===== config.mk =====
export PLATFORM = sky130hd
export DESIGN_NAME = cam_mem_end_flat
export DESIGN_NICKNAME = d
export VERILOG_FILES = /design/src/hw/cam_pkg.sv /design/src/hw/cam_link_if.sv /design/src/hw/cam_match_word.sv /design/src/hw/cam_mem_end.sv /design/src/flat_wrapper.sv
export VERILOG_INCLUDE_DIRS = /design/src /design/src/hw
export SDC_FILE = /design/constraint.sdc
export NUM_CORES = 2
export LEC_CHECK = 0
export BUFFER_PORTS_ARGS = -buffer_cell sky130_fd_sc_hd__buf_2
export CORE_ASPECT_RATIO = 0.75
export CORE_MARGIN = 10
export CORE_UTILIZATION = 50
export CTS_CLUSTER_SIZE = 8
export DETAILED_ROUTE_END_ITERATION = 8
export HOLD_SLACK_MARGIN = 0.15
export PLACE_DENSITY = 0.66
export SYNTH_ARGS = -nofsm -noshare
export SYNTH_HDL_FRONTEND = slang
export SYNTH_SLANG_ARGS = --single-unit

===== constraint.sdc =====
create_clock -name sys_clk_i -period 5.71 [get_ports sys_clk_i]
set_input_delay 1.142 -clock sys_clk_i [delete_from_list [all_inputs] [get_ports sys_clk_i]]
set_output_delay 1.142 -clock sys_clk_i [all_outputs]
set_load 0.01 [all_outputs]

===== src/hw/cam_cfg.svh =====
// Purpose: constants for the content addressable memory pair
// Assumes: included by bare name after the package
// Notes:   field widths and cycle counts live here as macros
`ifndef CAM_CFG_SVH
`define CAM_CFG_SVH

`define CAM_WORDS        32
`define CAM_WIDTH        32
`define CAM_IDX_W        5
`define CAM_LINES        16
`define CAM_WR_CYCLES    2
`define CAM_WR_CYCLES_DC 3

`endif


===== src/hw/cam_pkg.sv =====
// Purpose: shared types for the content addressable memory pair
// Assumes: widths match cam_cfg.svh
// Notes:   types only; numbers stay in the header
package cam_pkg;

   typedef enum logic {
      CAM_FMT_ENCODED,
      CAM_FMT_UNENCODED
   } cam_fmt_t;

   typedef enum logic [1:0] {
      CAM_WR_IDLE,
      CAM_WR_DATA,
      CAM_WR_MASK,
      CAM_WR_DONE
   } cam_wr_state_t;

endpackage


===== src/hw/cam_link_if.sv =====
// Purpose: carrier joining the memory end and the user end
// Assumes: one clock, synchronous reset outside
// Notes:   no clocking block; testbench joins the two modports
`timescale 1ns/10ps
`include "cam_cfg.svh"

interface cam_link_if;
   // search request and result
   logic                         srch_valid;
   logic [`CAM_WIDTH-1:0]        srch_data;
   logic                         fmt_unenc;
   logic                         res_valid;
   logic                         res_match;
   logic [`CAM_IDX_W-1:0]        res_index;
   logic [`CAM_LINES-1:0]        res_lines;
   logic                         res_half;
   // word writes
   logic                         wr_req;
   logic [`CAM_IDX_W-1:0]        wr_addr;
   logic [`CAM_WIDTH-1:0]        wr_data;
   logic [`CAM_WIDTH-1:0]        wr_care;
   logic                         wr_dc;
   logic                         wr_done;

   modport mem
   (
      input  srch_valid, srch_data, fmt_unenc, wr_req, wr_addr, wr_data, wr_care, wr_dc,
      output res_valid, res_match, res_index, res_lines, res_half, wr_done
   );
   modport user
   (
      output srch_valid, srch_data, fmt_unenc, wr_req, wr_addr, wr_data, wr_care, wr_dc,
      input  res_valid, res_match, res_index, res_lines, res_half, wr_done
   );
endinterface


===== src/hw/cam_match_word.sv =====
// Purpose: one stored word with its care mask and compare
// Assumes: written by the memory end, one clock
// Notes:   care bit low marks a do-not-care bit
`timescale 1ns/10ps
`include "cam_cfg.svh"

module cam_match_word
#(
   parameter int                 WIDTH = `CAM_WIDTH,
   parameter logic [WIDTH-1:0]   INIT_DATA = '0,
   parameter logic [WIDTH-1:0]   INIT_CARE = '1
)
(
   // clock
   input  wire logic             sys_clk_i,
   // write strobes
   input  wire logic             data_we_i,
   input  wire logic             care_we_i,
   input  wire logic [WIDTH-1:0] wr_data_i,
   input  wire logic [WIDTH-1:0] wr_care_i,
   // compare
   input  wire logic [WIDTH-1:0] key_i,
   output logic                  hit_o
);
   // contents are not reset: they come from configuration preload
   logic [WIDTH-1:0] data_ff = INIT_DATA;
   logic [WIDTH-1:0] care_ff = INIT_CARE;

   always_ff @(posedge sys_clk_i)
   begin
      if (data_we_i)
      begin
         data_ff <= wr_data_i;
      end
   end

   always_ff @(posedge sys_clk_i)
   begin
      if (care_we_i)
      begin
         care_ff <= wr_care_i;
      end
   end

   assign hit_o = (((data_ff ^ key_i) & care_ff) == '0);
endmodule


===== src/hw/cam_mem_end.sv =====
// Purpose: content addressable memory end: store, search and report matches
// Assumes: user end keeps the write request high until wr_done
// Notes:   stored words are never reset; their preload comes from configuration
//          a search met while the first beat is shown is dropped, not queued
// Notes on behaviour
// - thirty-two words of thirty-two bits, all compared
// - do-not-care bits never affect a match
// - result format selectable: encoded or unencoded
// - encoded result is the matching word index
// - unencoded result drives sixteen match lines
// - unencoded vector spans two cycles, reader takes both
// - writer avoids duplicate words when using encoded form
// - unencoded form flags every matching location
// - preloaded at configuration, writable during operation
// - plain write takes two cycles, request held
// - write with do-not-care bits takes three cycles
`timescale 1ns/10ps
`include "cam_cfg.svh"

module cam_mem_end
#(
   parameter int WORDS = `CAM_WORDS,
   parameter int WIDTH = `CAM_WIDTH,
   parameter int IDX_W = `CAM_IDX_W,
   parameter int LINES = `CAM_LINES
)
(
   // clock and reset
   input  wire logic sys_clk_i,
   input  wire logic reset_i,
   // link to the user end
   cam_link_if.mem   lnk
);
   //--------------------------------------------------------------
   // storage and compare
   //--------------------------------------------------------------
   logic [WORDS-1:0] hit;
   logic [WORDS-1:0] data_we;
   logic [WORDS-1:0] care_we;
   cam_pkg::cam_wr_state_t wr_state_ff;
   cam_pkg::cam_wr_state_t nxt_wr_state;

   genvar gi;
   generate
      for (gi = 0; gi < WORDS; gi++)
      begin : g_word
         // every word sees the same key; initial contents preloaded
         cam_match_word #(.WIDTH(WIDTH)) u_word
         (
            .sys_clk_i (sys_clk_i),
            .data_we_i (data_we[gi]),
            .care_we_i (care_we[gi]),
            .wr_data_i (lnk.wr_data),
            .wr_care_i (lnk.wr_care),
            .key_i     (lnk.srch_data),
            .hit_o     (hit[gi])
         );
         assign data_we[gi] = (wr_state_ff == cam_pkg::CAM_WR_DATA)
                              && (lnk.wr_addr == IDX_W'(gi));
         // mask goes in with the data; a clean write resets it to all care
         assign care_we[gi] = data_we[gi];
      end
   endgenerate

   //--------------------------------------------------------------
   // write sequencer
   //--------------------------------------------------------------
   // the mask lands with the data; the extra masked cycle is timing only
   always_comb
   begin
      nxt_wr_state = wr_state_ff;
      case (wr_state_ff)
         cam_pkg::CAM_WR_IDLE:
            if (lnk.wr_req)
               nxt_wr_state = cam_pkg::CAM_WR_DATA;
         cam_pkg::CAM_WR_DATA:
            nxt_wr_state = lnk.wr_dc ? cam_pkg::CAM_WR_MASK : cam_pkg::CAM_WR_DONE;
         cam_pkg::CAM_WR_MASK:
            nxt_wr_state = cam_pkg::CAM_WR_DONE;
         cam_pkg::CAM_WR_DONE:
            nxt_wr_state = cam_pkg::CAM_WR_IDLE;
         default:
            nxt_wr_state = cam_pkg::CAM_WR_IDLE;
      endcase
   end

   always_ff @(posedge sys_clk_i)
   begin
      if (reset_i)
         wr_state_ff <= cam_pkg::CAM_WR_IDLE;
      else
         wr_state_ff <= nxt_wr_state;
   end

   // data is taken in the first cycle; done marks the end of cycle two or three
   // so the request must stand until then
   assign lnk.wr_done = (wr_state_ff == cam_pkg::CAM_WR_DONE);

   //--------------------------------------------------------------
   // result formatting
   //--------------------------------------------------------------
   logic [IDX_W-1:0] enc_idx;
   always_comb
   begin
      enc_idx = '0;
      // highest index wins; duplicates make this ambiguous
      for (int i = 0; i < WORDS; i++)
      begin
         if (hit[i])
         begin
            enc_idx = IDX_W'(i);
         end
      end
   end

   // both halves of the hit vector, named for the two beats
   logic [LINES-1:0]      hit_lo;
   logic [LINES-1:0]      hit_hi;
   logic                  any_hit;

   assign hit_lo  = hit[LINES-1:0];
   assign hit_hi  = hit[WORDS-1:LINES];
   assign any_hit = |hit;

   logic                  res_valid_ff;
   logic                  res_match_ff;
   logic [IDX_W-1:0]      res_index_ff;
   logic [LINES-1:0]      res_lines_ff;
   logic                  res_half_ff;
   logic [LINES-1:0]      upper_ff;
   logic                  upper_pend_ff;
   logic                  take_srch;

   // a search met while the first beat is shown is dropped
   assign take_srch = lnk.srch_valid && !upper_pend_ff;

   // second beat always follows the first in the next cycle
   always_ff @(posedge sys_clk_i)
   begin
      if (reset_i)
         upper_pend_ff <= 1'b0;
      else
         upper_pend_ff <= take_srch && lnk.fmt_unenc;
   end

   // high half waits here for its beat; no buffer beyond that
   always_ff @(posedge sys_clk_i)
   begin
      if (reset_i)
         upper_ff <= '0;
      else if (take_srch && lnk.fmt_unenc)
         upper_ff <= hit_hi;
   end

   // search sampled at this edge, result shown from the next
   always_ff @(posedge sys_clk_i)
   begin
      if (reset_i)
         res_valid_ff <= 1'b0;
      else
         res_valid_ff <= take_srch || upper_pend_ff;
   end

   always_ff @(posedge sys_clk_i)
   begin
      if (reset_i)
         res_half_ff <= 1'b0;
      else
         res_half_ff <= upper_pend_ff;
   end

   // flag kept through the second beat so it speaks for both halves
   always_ff @(posedge sys_clk_i)
   begin
      if (reset_i)
         res_match_ff <= 1'b0;
      else if (take_srch)
         res_match_ff <= any_hit;
   end

   // index cleared in unencoded form so a stale value is never shown
   always_ff @(posedge sys_clk_i)
   begin
      if (reset_i)
         res_index_ff <= '0;
      else if (take_srch)
         res_index_ff <= lnk.fmt_unenc ? '0 : enc_idx;
   end

   // low half first, high half on the following beat
   always_ff @(posedge sys_clk_i)
   begin
      if (reset_i)
         res_lines_ff <= '0;
      else if (upper_pend_ff)
         res_lines_ff <= upper_ff;
      else if (take_srch)
         res_lines_ff <= lnk.fmt_unenc ? hit_lo : '0;
   end

   assign lnk.res_valid = res_valid_ff;
   assign lnk.res_match = res_match_ff;
   assign lnk.res_index = res_index_ff;
   assign lnk.res_lines = res_lines_ff;
   assign lnk.res_half  = res_half_ff;
endmodule


===== src/flat_wrapper.sv =====
// flat-port wrapper written by rule: the top's interface ports become plain ports
module cam_mem_end_flat 
#(
   parameter int WORDS = `CAM_WORDS,
   parameter int WIDTH = `CAM_WIDTH,
   parameter int IDX_W = `CAM_IDX_W,
   parameter int LINES = `CAM_LINES
)
  (sys_clk_i, reset_i, lnk_srch_valid, lnk_srch_data, lnk_fmt_unenc, lnk_wr_req, lnk_wr_addr, lnk_wr_data, lnk_wr_care, lnk_wr_dc, lnk_res_valid, lnk_res_match, lnk_res_index, lnk_res_lines, lnk_res_half, lnk_wr_done);
  cam_link_if lnk_i ();
  input  wire logic sys_clk_i;
  input  wire logic reset_i;
  input wire logic [$bits(lnk_i.srch_valid)-1:0] lnk_srch_valid;
  input wire logic [$bits(lnk_i.srch_data)-1:0] lnk_srch_data;
  input wire logic [$bits(lnk_i.fmt_unenc)-1:0] lnk_fmt_unenc;
  input wire logic [$bits(lnk_i.wr_req)-1:0] lnk_wr_req;
  input wire logic [$bits(lnk_i.wr_addr)-1:0] lnk_wr_addr;
  input wire logic [$bits(lnk_i.wr_data)-1:0] lnk_wr_data;
  input wire logic [$bits(lnk_i.wr_care)-1:0] lnk_wr_care;
  input wire logic [$bits(lnk_i.wr_dc)-1:0] lnk_wr_dc;
  output wire logic [$bits(lnk_i.res_valid)-1:0] lnk_res_valid;
  output wire logic [$bits(lnk_i.res_match)-1:0] lnk_res_match;
  output wire logic [$bits(lnk_i.res_index)-1:0] lnk_res_index;
  output wire logic [$bits(lnk_i.res_lines)-1:0] lnk_res_lines;
  output wire logic [$bits(lnk_i.res_half)-1:0] lnk_res_half;
  output wire logic [$bits(lnk_i.wr_done)-1:0] lnk_wr_done;
  assign lnk_i.srch_valid = lnk_srch_valid;
  assign lnk_i.srch_data = lnk_srch_data;
  assign lnk_i.fmt_unenc = lnk_fmt_unenc;
  assign lnk_i.wr_req = lnk_wr_req;
  assign lnk_i.wr_addr = lnk_wr_addr;
  assign lnk_i.wr_data = lnk_wr_data;
  assign lnk_i.wr_care = lnk_wr_care;
  assign lnk_i.wr_dc = lnk_wr_dc;
  assign lnk_res_valid = lnk_i.res_valid;
  assign lnk_res_match = lnk_i.res_match;
  assign lnk_res_index = lnk_i.res_index;
  assign lnk_res_lines = lnk_i.res_lines;
  assign lnk_res_half = lnk_i.res_half;
  assign lnk_wr_done = lnk_i.wr_done;
  cam_mem_end #(.WORDS(WORDS), .WIDTH(WIDTH), .IDX_W(IDX_W), .LINES(LINES)) u_core (.sys_clk_i(sys_clk_i), .reset_i(reset_i), .lnk(lnk_i));
endmodule

Yosys cells after proc, flatten, opt, wreduce, memory -nomap -nowiden --
Index checks and enable logic that the tools add are counted.
Word-level totals: flip-flop bits (word level) 2091, input bits 107, output and inout port bits 25, word-level logic and storage cells 281
Cells by class: equality and inequality tests 35, mux-type cells 38, bitwise gates (word level) 64, reduce and logical (&&, ||, !) cells 72
Operator list (count):
- AND 32 bit | 32
- zero test 32 bit | 32
- XOR 32 bit | 32
- 2-to-1 mux 5 bit | 17
- == test 5 bit (second input constant) | 16
- 2-to-1 mux 16 bit | 3
- == test 5 x 4 -> 1 bit (second input constant) | 8
- logical AND 1 bit | 34
- 2-to-1 mux 4 bit | 8
- OR reduction 32 bit | 1
- == test 5 x 3 -> 1 bit (second input constant) | 4
- 2-to-1 mux 3 bit | 4
- == test 5 x 2 -> 1 bit (second input constant) | 2
- one-hot mux 2 bit (4 select lines) | 1
- 2-to-1 mux 2 bit | 3
- == test 5 x 1 -> 1 bit (second input constant) | 1
- zero test 5 bit | 1
- == test 2 bit (second input constant) | 2
- == test 2 x 1 -> 1 bit (second input constant) | 1
- zero test 2 bit | 1
- 2-to-1 mux 1 bit | 2
- inequality test 2 bit (second input constant) | 1
- nonzero test 2 bit | 1
- zero test 1 bit | 1
- logical OR 1 bit | 1

Logic depth before layout (Yosys ltp) --
word-level depth 35, gate-level depth with buffers 11, mapped depth without buffers 8

Modules after synthesis --
Synthesis repeated with hierarchy kept, for this count alone.
Unflattened totals: cells, all modules 4084, area total of the unflattened synthesis 77902.2 um2
Modules (own cells, without submodules):
- cam_match_word | times used 32, cells each 117, area each 2359.8 um2, sequential area each 1921.8 um2
- cam_mem_end | times used 1, cells each 340, area each 2389.8 um2, sequential area each 860.8 um2

Worst setup path after synthesis --
Ideal clock, no wire load.
path type in2reg, start input port lnk_wr_addr[0], end register u_core.g_word[28].u_word.care_ff[0] (enable), data arrival time 4.300 ns, required time 5.223 ns, setup slack 0.924 ns, stages 3, buffers on the path 1, cells stage by stage or2_2 -> clkbuf_1 -> nor2_1
On the way: cells in the longest elaborated chain, start to end 2
Ends and longest elaborated chain:
- start, declared | line flat_wrapper.sv:17 | input wire logic [$bits(lnk_i.wr_addr)-1:0] lnk_wr_addr;
- == test 5 bit | line cam_mem_end.sv:59 | && (lnk.wr_addr == IDX_W'(gi));
- logical AND 1 bit | line cam_mem_end.sv:59
- net u_core.g_word[28].u_word.care_we_i | line cam_match_word.sv:18 | input wire logic care_we_i,
- end signal, assigned | line cam_match_word.sv:41 | care_ff <= wr_care_i;
- end, declared | line cam_match_word.sv:27 | logic [WIDTH-1:0] care_ff = INIT_CARE;
The timed path passes the listed nets, and every way through them passes these cells. A chain may end at the register's enable or synchronous reset.

Worst setup path in the final report --
start input port lnk_srch_data[2], end register u_core.res_index_ff[2] (netlist: u_core.lnk.res_index[2])
On the way: cells in the longest elaborated chain, start to end 32, elaborated cells on any way between the ends 113, classes of those cells mux: 29; bitwise: 56; reduce/logical: 28
Ends and longest elaborated chain:
- start, declared | line flat_wrapper.sv:14 | input wire logic [$bits(lnk_i.srch_data)-1:0] lnk_srch_data;
- XOR 32 bit | line cam_match_word.sv:45 | assign hit_o = (((data_ff ^ key_i) & care_ff) == '0);
- AND 32 bit | line cam_match_word.sv:45
- zero test 32 bit | line cam_match_word.sv:45
- 2-to-1 mux 3 bit (4 in series) | line cam_mem_end.sv:109 | if (hit[i])
- 2-to-1 mux 4 bit (8 in series) | line cam_mem_end.sv:109
- 2-to-1 mux 5 bit (15 in series) | line cam_mem_end.sv:109
- 2-to-1 mux 5 bit (*) | line cam_mem_end.sv:109
- 2-to-1 mux 5 bit (*) | line cam_mem_end.sv:187 | res_index_ff <= lnk.fmt_unenc ? '0 : enc_idx;
- end signal, assigned | line cam_mem_end.sv:187
- end, declared | line cam_mem_end.sv:127 | logic [IDX_W-1:0] res_index_ff;
Every way passes the cells marked *; elsewhere a longest branch is shown, timed or not.

==> out/metrics.yaml <==
worst_setup_path:
  start_kind: "input port"
  critPathTopFamily: "simple AND/OR/NAND/NOR gates"
  setup.worst_path.class: "input port to flop"
  critical_path.max_stage_delay_ps: 1140
  cp_slowest_cell: "nor4_2"
  worstPathMaxFanout: 26
  cp.required_ps: 6490
  crit_path_end_kind: "flop"
  arrival_ps: 4980
  cp_cell_sequence: "buf_2 -> buf_4 -> xor2_1 -> a22oi_1 -> nand4_1 -> nor4_2 -> or4_1 -> nand3_1 -> a311oi_1"
  path_buf_inv: 2
drt:
  final_antenna_net_count: 0
  drtIter0Drc: 6847
  wirelength_um: 221700
  vias: 40920
  drc: 0
  firstDrtPassIters: 8
  via_per_inst: 6.052
  wl_per_cell_um: 32.80
clock_tree:
  cts_resized: 0
  clkTransAtPathRegs_ps: 50
  cts_buffers: 311
  cts_hold_buf: 0
  cts-htree-levels: 5
  clk_latency_ps: 890
  clockBufferDepth: 4
  cts.sinks: 2091
  cts_tree: "built"
  cts-root-buf: "clkbuf_16"
  post_cts_buffers: 0
die:
  fp-row-count: 125
  dieArea_mm2: 0.1736
  io_pins: 132
  initial_utilization: 0.5051
  die_h_um: 363.4
  fp.coreArea_mm2: 0.1556
  dieWidth_um: 477.8
grt:
  antenna_found_initial: 33
  grt.total_usage: 0.2502
  grt_max_degree: 65
  grt_overflow: 0
  grt_pass1_wl_um: 306600
  grt_pass1_vias: 39050
power_and_ir_drop:
  internal_power_mw: 27.26
  seqPwrFrac: 0.498
  leakage_nw: 30.27
  powerDensity_mw_per_mm2: 381.3
  netSwitchingFraction: 0.2096
  switchingPower_mw: 7.230
  ir_drop_uv: 327.6
  clockPowerShare: 0.456
  combinationalPowerShare: 0.046
synth:
  ys_top_cells_by_area: "edfxtp_1, xor2_1, a22oi_1"
  netlist.area_leader.share: 0.7824
  netlist_area_mm2: 0.07861
  synth_cell_types: 46
  yosysWarnings: 0
  ys_ff_latch: 2091
  yosys.area.top_type: "edfxtp_1"
  synth_fp_nets: 4292
  synth_seq_area_share: 0.7933
  synth_area_per_cell_um2: 18.80
  postSynthCellCount: 4181
final_layout:
  area_growth_pct: 15.07
  stdcell_area_mm2: 0.09045
  final_cell_mix: "edfxtp_1, xor2_1, a22oi_1, clkbuf_16, nand4_1"
  layout.nets: 4719
  drive_above_1_share: 0.1341
  layout_commonest_cell: "edfxtp_1"
sta:
  setup_slack_ps: 1506
  setup_violations: 0
  hold_viol: 0
  slew_headroom: 0.1009
  min_period_over_period: 0.7362
  min_period_ps: 4204
  drv_slew: 0
  setup_tns_ps: 0
  rsz0062_at_grt: "false"
  worst_pin_slew_ps: 1345
  fmax_mhz: 237.9
  hold_slack_ps: 461.4
  skew_ps: 44.21
placed_design:
  dp_hpwl_um: 134700
  pre_cts_ws_ps: 228.9
  portBuffers: 131
  place_area_mm2: 0.08228
  gp_congestion: 0.9845
status:
  status: "completed"
flow_run:
  maxCapViolCount: 0
min_path:
  hp-class: "flop to flop"
==> path summary, 6_finish.rpt <==
path / slack [ps] / cells past startpoint / to / from
worst max register to register: 2240 / 7 / u_core.lnk.res_index[2]$_SDFFE_PP0P_ / u_core.g_word[22].u_word.data_ff[31]$_DFFE_PP_
worst min register to register: 460 / 2 / u_core.upper_ff[12]$_SDFFE_PP0P_ / u_core.upper_ff[12]$_SDFFE_PP0P_
worst max-delay path: 1510 / 9 / u_core.lnk.res_index[2]$_SDFFE_PP0P_ / lnk_srch_data[2]
worst min-delay path: 460 / 2 / u_core.upper_ff[12]$_SDFFE_PP0P_ / u_core.upper_ff[12]$_SDFFE_PP0P_
==> per-layer routing <==
layer,track usage,share of wire,vias up
li1,-,-,17050
met4,0.07300,0.026,18
met5,0,0.00057,-
met2,0.3597,0.43,2590
met1,0.3780,0.42,20910
met3,0.06101,0.12,360
==> power groups by stage <==
stage	clock (mW)	sequential, mW	combinational (mW)
6_report	15.7	17.2	1.59
3_5_place_dp	0	17.4	1.57
3_3_place_gp	0	17.4	1.55
5_1_grt	16.6	17.2	1.67
2_1_floorplan	0	17.4	0.733
4_1_cts	15.9	17.2	1.58
==> logic make-up (layout without fill, tap and decap cells) <==
family | count (synthesis) | count (layout) | synth area share
flops | 2091 | 2091 | 0.7933
xor+xnor | 1024 | 1024 | 0.1141
compound gates | 576 | 576 | 0.05503
simple gates | 335 | 335 | 0.02364
buf+inv | 150 | 630 | 0.01316
fa+ha+maj | 4 | 4 | 0.0006367
mux | 1 | 1 | 0.0001273
other cells | 0 | 5 | 0
==> flip-flops by register name, indices dropped and copies added, names as in the netlist <==
register                      count
u_core.g_word.u_word.care_ff   1024
u_core.g_word.u_word.data_ff   1024
u_core.lnk.res_half               1
u_core.lnk.res_index              5
u_core.lnk.res_lines             16
u_core.lnk.res_match              1
u_core.lnk.res_valid              1
u_core.upper_ff                  16
u_core.upper_pend_ff              1
u_core.wr_state_ff                2
==> area by class of cell <==
type | count | area (µm²)
antenna | 5 | 12.51
clock buffer | 360 | 8094
clock inverter | 6 | 62.56
fill | 11340 | 65170
inverter | 3 | 11.26
multi-input combinational | 1940 | 15460
sequential | 2091 | 62360
tap | 2095 | 2621
timing repair buffer | 261 | 1832
==> cells in the mapped netlist (all sizes together) <==
| master | n |
|---|---|
| edfxtp | 2048 |
| xor2 | 1024 |
| a22oi | 513 |
| nand4 | 132 |
| buf | 130 |
| nor2 | 69 |
| nand2 | 45 |
| dfxtp | 43 |
| nor4 | 34 |
| a21oi | 22 |
| a221oi | 17 |
| clkbuf | 17 |
| nor3b | 17 |
| or4 | 11 |
| nor2b | 8 |
| nand3 | 6 |
| a211oi | 4 |
| ha | 4 |
| nor3 | 4 |
| a311oi | 3 |
| inv | 3 |
| nand2b | 3 |
| or2 | 3 |
| a2111oi | 2 |
| nand3b | 2 |
| o211ai | 2 |
| o21ai | 2 |
| o21bai | 2 |
| o31ai | 2 |
| a211o | 1 |
| a21o | 1 |
| a311o | 1 |
| a32oi | 1 |
| and2 | 1 |
| mux2i | 1 |
| o2111ai | 1 |
| o211a | 1 |
| o31a | 1 |
==> worst register-to-register path: stages, from the launching register on <==
cell and delay (ps):
edfxtp_1 370, xor2_1 160, a22oi_1 330, nand4_1 640, nor4_2 1140, or4_1 340
nand3_1 110, a311oi_1 290
==> stage by stage <==
stage                     power [mW]    util  instances
after global placement         18.99  0.5287       6390
after global routing           35.40  0.5812       6757
after floorplan                18.18       -       4181
final                          34.49  0.5812       6761
after detailed placement       19.01  0.5287       6390
after CTS                      34.63  0.5811       6756
Note: power is estimated with default switching activity, not from simulation.
